<file path="src/hw/tmz_pkg.sv">
// Package for the 8/16-bit timer/counter: register map, field positions, reset values.
// Assumes a 32-bit APB with one aligned word per register.
package tmz_pkg;
    // ****************************************************************
    // Register byte addresses
    // ****************************************************************
    localparam logic [7:0] ADDR_COUNT_LOW     = 8'h00;
    localparam logic [7:0] ADDR_COUNT_HIGH    = 8'h04;
    localparam logic [7:0] ADDR_CONTROL_A     = 8'h08;
    localparam logic [7:0] ADDR_CONTROL_B     = 8'h0C;
    localparam logic [7:0] ADDR_IRQ_STATUS    = 8'h10;
    localparam logic [7:0] ADDR_IRQ_MASK      = 8'h14;
    // ****************************************************************
    // Control register A fields
    // ****************************************************************
    localparam int CA_ENABLE_BIT  = 7;
    localparam int CA_OUT_BIT     = 5;
    localparam int CA_WIDTH_BIT   = 4;
    localparam int CA_POST_LSB    = 0;
    // ****************************************************************
    // Control register B fields
    // ****************************************************************
    localparam int CB_SOURCE_LSB  = 5;
    localparam int CB_ASYNC_BIT   = 4;
    localparam int CB_PRE_LSB     = 0;
    // ****************************************************************
    // Interrupt status bits
    // ****************************************************************
    localparam int IRQ_TIMER_BIT  = 0;
    localparam int IRQ_RAW_BIT    = 1;
    // ****************************************************************
    // Reset values and widths
    // ****************************************************************
    localparam logic [7:0]  RST_COUNT_LOW  = 8'h00;
    localparam logic [7:0]  RST_COUNT_HIGH = 8'hFF;
    localparam logic [7:0]  RST_CONTROL    = 8'h00;
    localparam logic [1:0]  RST_IRQ        = 2'b00;
    localparam int          PRESCALE_BITS  = 15;
    localparam logic [14:0] RST_PRESCALE   = 15'h0000;
    localparam logic [3:0]  RST_POSTSCALE  = 4'h0;
endpackage

</file>
<file path="src/hw/tmz_edge_sync.sv">
// Two-flop synchroniser with rising-edge detector for the timer input.
// Assumes the input pin is asynchronous to CLOCK.
module tmz_edge_sync (
    // Clock and reset
    input  wire logic clk,
    input  wire logic rst,
    // Pin and results
    input  wire logic pin_in,
    output logic      level_out,
    output logic      rise_out
);
    logic meta_q;
    logic meta_d;
    logic sync_q;
    logic sync_d;
    logic last_q;
    logic last_d;

    always_comb begin
        meta_d = pin_in;
        sync_d = meta_q;
        last_d = sync_q;
    end

    // First flop feeds only the second
    always_ff @(posedge clk) begin
        if (rst) begin
            meta_q <= 1'b0;
            sync_q <= 1'b0;
            last_q <= 1'b0;
        end else begin
            meta_q <= meta_d;
            sync_q <= sync_d;
            last_q <= last_d;
        end
    end

    assign level_out = sync_q;
    assign rise_out  = sync_q & ~last_q;
endmodule

</file>
<file path="src/hw/tmz_timer.sv">
// 8/16-bit timer/counter with prescaler, postscaler, APB registers and interrupt.
// Assumes one system clock; the external count input is a pin and is synchronised.
// Functional notes
// One control bit picks 8-bit or 16-bit counting.
// Counter advances on rising edges after a 15-bit prescaler set by prescale select.
// 16-bit mode: reading low byte latches real high byte into holding register.
// 16-bit mode: writing low byte loads real high byte from holding register.
// 8-bit mode: low byte compared against period buffer every counter clock.
// 8-bit match: pulse one prescaled period, clear low byte, reload period buffer.
// 8-bit mode: both bytes direct; reset clears low, sets high to all ones.
// Prescaler and postscaler clear on low write, control writes, reset.
// Counter operation: prescale zero bypasses; each edge or prescaler output adds one.
// Timer operation with prescale zero counts every instruction cycle.
// Async select counts input edges directly; keeps counting while input runs. Code still takes the edges through the synchroniser.
// Sync select synchronises input to instruction clock; rate bounded by it.
// Prescale select offers sixteen power-of-two ratios, 1 to 32768.
// Interrupt flag set every postscale-plus-one matches or rollovers.
// Timer output toggles on each postscaled event, giving 50 percent duty.
// 16-bit wrap from all ones makes a rollover event feeding the postscaler.
// Counting and events only while module enable is set; else count holds.
module tmz_timer
    import tmz_pkg::*;
(
    // Clock and reset
    input  wire logic        CLOCK,
    input  wire logic        RESET,
    // APB slave
    input  wire logic        PSEL,
    input  wire logic        PENABLE,
    input  wire logic        PWRITE,
    input  wire logic [7:0]  PADDR,
    input  wire logic [31:0] PWDATA,
    output logic      [31:0] PRDATA,
    output logic             PREADY,
    output logic             PSLVERR,
    // Count inputs
    input  wire logic        EXT_CLOCK_IN,
    input  wire logic        SLEEP,
    // Outputs
    output logic             MATCH_PULSE,
    output logic             TIMER_OUT,
    output logic             IRQ
);
    import tmz_pkg::*;

    // ****************************************************************
    // Functions
    // ****************************************************************
    // Tap mask for a power-of-two prescale ratio
    function automatic logic [14:0] pre_mask(input logic [3:0] sel);
        logic [15:0] one_hot;
        one_hot = (16'h0001 << sel) - 16'h0001;
        // Select 15 gives all fifteen bits set, the slowest ratio
        pre_mask = one_hot[14:0];
    endfunction

    function automatic logic [7:0] byte_of(input logic [31:0] word);
        byte_of = word[7:0];
    endfunction

    // ****************************************************************
    // State
    // ****************************************************************
    logic [7:0]  low_q,  low_d;
    logic [7:0]  real_high_q, real_high_d;
    logic [7:0]  hold_q, hold_d;
    logic [7:0]  period_q, period_d;
    logic [7:0]  ctl_a_q, ctl_a_d;
    logic [7:0]  ctl_b_q, ctl_b_d;
    logic [14:0] pre_q, pre_d;
    logic [3:0]  post_q, post_d;
    logic        out_q, out_d;
    logic        match_q, match_d;
    logic [1:0]  status_q, status_d;
    logic [1:0]  mask_q, mask_d;

    logic ext_level;
    logic ext_rise;
    logic ext_raw_q;
    logic ext_raw_d;

    tmz_edge_sync u_sync (
        .clk       (CLOCK),
        .rst       (RESET),
        .pin_in    (EXT_CLOCK_IN),
        .level_out (ext_level),
        .rise_out  (ext_rise)
    );

    // ****************************************************************
    // Decode
    // ****************************************************************
    logic access;
    logic wr;
    logic rd;
    logic enable;
    logic wide;
    logic async_sel;
    logic [3:0] pre_sel;
    logic [3:0] post_sel;
    logic [2:0] src_sel;
    logic tick_src;
    logic count_tick;
    logic event_hit;
    logic post_fire;
    logic async_rise;

    assign access    = PSEL & PENABLE;
    assign wr        = access & PWRITE;
    assign rd        = access & ~PWRITE;
    assign enable    = ctl_a_q[CA_ENABLE_BIT];
    assign wide      = ctl_a_q[CA_WIDTH_BIT];
    assign async_sel = ctl_b_q[CB_ASYNC_BIT];
    assign pre_sel   = ctl_b_q[CB_PRE_LSB +: 4];
    assign post_sel  = ctl_a_q[CA_POST_LSB +: 4];
    assign src_sel   = ctl_b_q[CB_SOURCE_LSB +: 3];

    // Async path still uses the synchronised level and the same edge pairing; only the sleep gating differs
    assign async_rise = ext_level & ~ext_raw_q;

    always_comb begin
        ext_raw_d = ext_level;
        // Source zero counts pin edges, any other selects the instruction clock
        if (src_sel == 3'b000) begin
            tick_src = async_sel ? async_rise : ext_rise;
        end else begin
            tick_src = 1'b1;
        end
    end

    // Sync mode halts in sleep; async keeps counting
    logic run;
    assign run = enable & (async_sel | ~SLEEP);

    // Prescaler: bypass at zero, else carry out when masked bits all set
    assign count_tick = run & tick_src & ((pre_sel == 4'h0) |
                        ((pre_q & pre_mask(pre_sel)) == pre_mask(pre_sel)));

    logic [15:0] wide_next;
    assign wide_next = {real_high_q, low_q} + 16'h0001;

    always_comb begin
        if (wide) begin
            event_hit = count_tick & ({real_high_q, low_q} == 16'hFFFF);
        end else begin
            event_hit = count_tick & (low_q == period_q);
        end
    end

    assign post_fire = event_hit & (post_q == post_sel);

    // ****************************************************************
    // Counter and scalers
    // ****************************************************************
    always_comb begin
        low_d       = low_q;
        real_high_d = real_high_q;
        hold_d      = hold_q;
        period_d    = period_q;
        ctl_a_d     = ctl_a_q;
        ctl_b_d     = ctl_b_q;
        pre_d       = pre_q;
        post_d      = post_q;
        out_d       = out_q;
        match_d     = match_q;
        if (run & tick_src) begin
            pre_d = pre_q + 15'h0001;
        end
        if (count_tick) begin
            match_d = 1'b0;
            if (wide) begin
                low_d       = wide_next[7:0];
                real_high_d = wide_next[15:8];
            end else if (event_hit) begin
                low_d    = RST_COUNT_LOW;
                period_d = hold_q;
                match_d  = 1'b1;
            end else begin
                low_d = low_q + 8'h01;
            end
            if (event_hit) begin
                match_d = 1'b1;
                post_d  = post_fire ? RST_POSTSCALE : post_q + 4'h1;
            end
            if (post_fire) begin
                out_d = ~out_q;
            end
        end
        if (!enable) begin
            match_d = 1'b0;
        end
        // Holding byte freezes the high half so a split 16-bit read cannot tear
        if (rd && PADDR == ADDR_COUNT_LOW && wide) begin
            hold_d = real_high_q;
        end
        if (wr) begin
            case (PADDR)
                ADDR_COUNT_LOW: begin
                    low_d  = byte_of(PWDATA);
                    if (wide) begin
                        real_high_d = hold_q;
                    end
                    pre_d  = RST_PRESCALE;
                    post_d = RST_POSTSCALE;
                end
                ADDR_COUNT_HIGH: begin
                    hold_d = byte_of(PWDATA);
                end
                ADDR_CONTROL_A: begin
                    ctl_a_d = byte_of(PWDATA) & 8'b1001_1111;
                    pre_d   = RST_PRESCALE;
                    post_d  = RST_POSTSCALE;
                end
                ADDR_CONTROL_B: begin
                    ctl_b_d = byte_of(PWDATA);
                    pre_d   = RST_PRESCALE;
                    post_d  = RST_POSTSCALE;
                end
                default: begin
                end
            endcase
        end
    end

    always_ff @(posedge CLOCK) begin
        if (RESET) begin
            low_q       <= RST_COUNT_LOW;
            real_high_q <= RST_COUNT_LOW;
            hold_q      <= RST_COUNT_HIGH;
            period_q    <= RST_COUNT_HIGH;
            ctl_a_q     <= RST_CONTROL;
            ctl_b_q     <= RST_CONTROL;
            pre_q       <= RST_PRESCALE;
            post_q      <= RST_POSTSCALE;
            out_q       <= 1'b0;
            match_q     <= 1'b0;
            ext_raw_q   <= 1'b0;
        end else begin
            low_q       <= low_d;
            real_high_q <= real_high_d;
            hold_q      <= hold_d;
            period_q    <= period_d;
            ctl_a_q     <= ctl_a_d;
            ctl_b_q     <= ctl_b_d;
            pre_q       <= pre_d;
            post_q      <= post_d;
            out_q       <= out_d;
            match_q     <= match_d;
            ext_raw_q   <= ext_raw_d;
        end
    end

    // ****************************************************************
    // Interrupt and read data
    // ****************************************************************
    always_comb begin
        status_d = status_q;
        mask_d   = mask_q;
        if (rd && PADDR == ADDR_IRQ_STATUS) begin
            status_d = RST_IRQ;
        end
        if (wr && PADDR == ADDR_IRQ_MASK) begin
            mask_d = PWDATA[1:0];
        end
        // Set wins over the read clear
        if (post_fire) begin
            status_d[IRQ_TIMER_BIT] = 1'b1;
        end
        if (event_hit) begin
            status_d[IRQ_RAW_BIT] = 1'b1;
        end
    end

    always_ff @(posedge CLOCK) begin
        if (RESET) begin
            status_q <= RST_IRQ;
            mask_q   <= RST_IRQ;
        end else begin
            status_q <= status_d;
            mask_q   <= mask_d;
        end
    end

    // Zero-wait slave: read data is combinational in the access phase
    always_comb begin
        case (PADDR)
            ADDR_COUNT_LOW:  PRDATA = {24'h00_0000, low_q};
            ADDR_COUNT_HIGH: PRDATA = {24'h00_0000, hold_q};
            ADDR_CONTROL_A:  PRDATA = {24'h00_0000, ctl_a_q | ({7'h00, out_q} << CA_OUT_BIT)};
            ADDR_CONTROL_B:  PRDATA = {24'h00_0000, ctl_b_q};
            ADDR_IRQ_STATUS: PRDATA = {30'h0000_0000, status_q};
            ADDR_IRQ_MASK:   PRDATA = {30'h0000_0000, mask_q};
            default:         PRDATA = 32'h0000_0000;
        endcase
    end

    logic mapped;
    assign mapped  = (PADDR <= ADDR_IRQ_MASK) && (PADDR[1:0] == 2'b00);
    assign PREADY  = 1'b1;
    assign PSLVERR = access & ~mapped;
    assign MATCH_PULSE = match_q;
    assign TIMER_OUT   = out_q;
    assign IRQ         = |(status_q & mask_q);
endmodule

</file>
<file path="config.mk">
export PLATFORM = sky130hd
export DESIGN_NAME = tmz_timer
export DESIGN_NICKNAME = d
export VERILOG_FILES = /design/src/hw/tmz_pkg.sv /design/src/hw/tmz_edge_sync.sv /design/src/hw/tmz_timer.sv
export SDC_FILE = /design/constraint.sdc
export NUM_CORES = 1
export LEC_CHECK = 0
export BUFFER_PORTS_ARGS = -buffer_cell sky130_fd_sc_hd__clkbuf_2
export CAP_MARGIN = 30
export CORE_MARGIN = 2
export CORE_UTILIZATION = 50
export CTS_CLUSTER_SIZE = 14
export DETAILED_ROUTE_END_ITERATION = 10
export PLACE_DENSITY = 0.79
export SETUP_SLACK_MARGIN = 0.02
export SLEW_MARGIN = 20
export SYNTH_ARGS = -nofsm -noshare
export SYNTH_HDL_FRONTEND = slang
export SYNTH_SLANG_ARGS = --single-unit
</file>
<file path="constraint.sdc">
create_clock -name CLOCK -period 3.5 [get_ports CLOCK]
set_input_delay 0.35 -clock CLOCK [delete_from_list [all_inputs] [get_ports CLOCK]]
set_output_delay 0.35 -clock CLOCK [all_outputs]
set_load 0.05 [all_outputs]
</file>
==> impl_metrics.json <==
{
  "crit_path_end_kind": "register",
  "h-tree-depth": 3,
  "crit_required_ps": 3770,
  "drt_iter0_markers": 209,
  "ys.flop_type": "dfxtp_1",
  "ctsResizeCount": 0,
  "vdd_drop_max_mv": 0.2272,
  "die_h_um": 97.05,
  "post-route-period-util_pct": 93.98,
  "cts_tree": "done",
  "worstSkewPairLatency_ps": 360,
  "final_common_cell": "dfxtp_1",
  "hpwl_mm": 7.899,
  "clk_pin_slew_worst_paths_ps": 80,
  "syn_inst": 517,
  "routed_wl_mm": 10.79,
  "antenna_found_initial": 0,
  "grt.total_usage_pct": 23.56,
  "drt_pass1_iterations": 4,
  "clock_path_buffers": 2,
  "critPathMaxFanout": 15,
  "route.vias.total": 3926,
  "cts-root-buf": "clkbuf_8",
  "total_power_mw": 1.801,
  "postRouteAntennaNets": 0,
  "post-route-util_pct": 58.04,
  "min_path_type": "input port to register",
  "seqPwrFrac_pct": 46.8,
  "diodes": 0,
  "dpl-instance-area_um2": 4553,
  "drv_slew": 0,
  "grt_overflow": 0,
  "viasPerCell": 5.939,
  "finalCriticalPeriod_ps": 3289,
  "gp_congestion": 0.9850,
  "numCtsBuffers": 9,
  "swShare_pct": 24.30,
  "setup_violations": 0,
  "mappedNetlistArea_um2": 4329,
  "p_int_mw": 1.363,
  "fin_setup_tns_ps": 0,
  "fp.coreArea_um2": 8299,
  "ys_warn_count": 0,
  "ff2ff_path_depth": 11,
  "die_w_um": 97.05,
  "holdBufCountCts": 0,
  "timing.fmax_mhz": 304.0,
  "start_util_pct": 52.16,
  "area_delta_synth_final_pct": 11.27,
  "holdPathStages": 2,
  "postCtsSetupBuffers": 0,
  "p_clk_share_pct": 45.9,
  "row_count": 33,
  "leakagePower_nw": 1.888,
  "status": "completed",
  "regArea_um2": 1481,
  "drive_above_1_share_pct": 15.83,
  "synth_edf_count": 0,
  "ys_ff_latch": 74,
  "grt_max_degree": 37,
  "min_from": "EXT_CLOCK_IN",
  "yosysTopAreaCell": "dfxtp_1",
  "grt_setup_unrepaired": "no",
  "design_area_um2": 4817,
  "clock_skew_ps": 8.065,
  "synth.area.top_cells": "dfxtp_1 (34%), mux2i_1 (6.7%), nor2_1 (5.7%)",
  "io_buffers": 34,
  "async_flop_share_pct": 0,
  "finalNetCount": 602,
  "cts.sinks": 74,
  "path_class": "register to register",
  "worstReg2RegStart": "ctl_b_q[2]",
  "p_comb_share_pct": 7.2,
  "startpoint_type": "register",
  "grt_pass1_wl_mm": 18.17,
  "grt_pass1_vias": 3650,
  "r2r_setup_slack_ps": 210,
  "multiInputGateArea_um2": 2625,
  "fill_cells": 751,
  "avgSynthCellArea_um2": 8.374,
  "wl_per_cell_um": 16.32,
  "cp.arrival_ps": 3560,
  "seq_area_frac_synth_pct": 34.22,
  "die_area_um2": 9419,
  "yosysUniqueCellTypes": 62,
  "r2r_end": "low_q[5]",
  "holdPathEnd": "u_sync.meta_q",
  "max-cap-violations": 0,
  "tightestPinTransition_ps": 693.0,
  "layout_common_cells": "dfxtp_1 (74), nor2_1 (66), clkbuf_2 (34)",
  "synth.top_cell.area_share_pct": 34.22,
  "pin_count": 84,
  "power_density_nw_per_um2": 373.8,
  "drc_errors": 0,
  "hold_viol_final": 0,
  "power.switching_mw": 0.4376,
  "relSlewSlack_pct": 53.37
}
cells in the mapped netlist (8+ instances only):
| cell | instances |
|---|---|
| nor2_1 | 66 |
| a21oi_1 | 23 |
| nand2b_1 | 8 |
| a211oi_1 | 10 |
| dfxtp_1 | 74 |
| xnor2_1 | 14 |
| nor3_1 | 12 |
| and3_1 | 9 |
| nor2b_1 | 23 |
| nand2_1 | 33 |
| xor2_1 | 13 |
| clkbuf_1 | 19 |
| mux2i_1 | 29 |
| nand3_1 | 17 |
| inv_1 | 8 |
| o21ai_0 | 16 |
| a211o_1 | 8 |
| buf_4 | 25 |
through the flow:
step | setup WS, ps | std cells | hold WS [ps]
6_report | 210.8 | 661 | 203.2
5_1_grt | 32.85 | 661 | 206.9
4_1_cts | 110.8 | 661 | 199.0
3_5_place_dp | 153.8 | 645 | 428.8
3_3_place_gp | 242.2 | 645 | 424.8
2_1_floorplan | 147.3 | 540 | 413.8
power by group through the flow:
stage	clock, mW	sequential [mW]	combinational, mW
2_1_floorplan	0	0.863	0.122
3_3_place_gp	0	0.863	0.127
3_5_place_dp	0	0.863	0.129
4_1_cts	0.839	0.843	0.129
5_1_grt	0.884	0.843	0.138
6_report	0.827	0.843	0.130
routing by layer:
metal | wire length, um | GRT usage [%]
met5 | 0 | 0
met1 | 4446 | 29.63
met4 | 223 | 8.667
met2 | 5289 | 38.41
met3 | 827 | 6.906
area by class of cell:
cell class / instances / share of cell area, %
multi-input cells: 407 / 54.49
flip-flops and latches: 74 / 30.75
repair buffers: 51 / 6.182
clock buffers: 10 / 2.857
well taps: 105 / 2.727
clock inverters: 6 / 2.364
inverters: 8 / 0.6234
critical path: stages, from the launching register on:
cell and delay, ps:
dfxtp_1 320, buf_4 190, nor3_1 170, nand2_1 70, ha_1 280, nor3b_1 180, a31oi_1 140, nor3_1 50
or4_1 520, o31a_2 480, or4b_1 540, a311oi_1 250
logic make-up after synthesis:
kind of cell	after synthesis	share of synthesized area (%)
adder cells (fa/ha/maj)	4	1.156
flip-flops	74	34.22
other	2	0.1735
XOR/XNOR	27	5.463
AND/OR/NAND/NOR	217	26.07
multiplexers	38	10.35
AO/OA/AOI/OAI	96	15.15
buffers and inverters	59	7.428
worst max path at each step:
stage,start,slack [ps],cells after the start,to
2_1_floorplan,ctl_b_q[1],150,13,period_q[6]
3_3_place_gp,ctl_b_q[1],240,11,register
3_5_place_dp,ctl_b_q[1],150,11,register
4_1_cts,ctl_b_q[1],110,11,register
5_1_grt,ctl_b_q[2],30,13,TIMER_OUT
6_report,ctl_b_q[2],210,11,low_q[5]
Power figures use the tool's default switching activity.
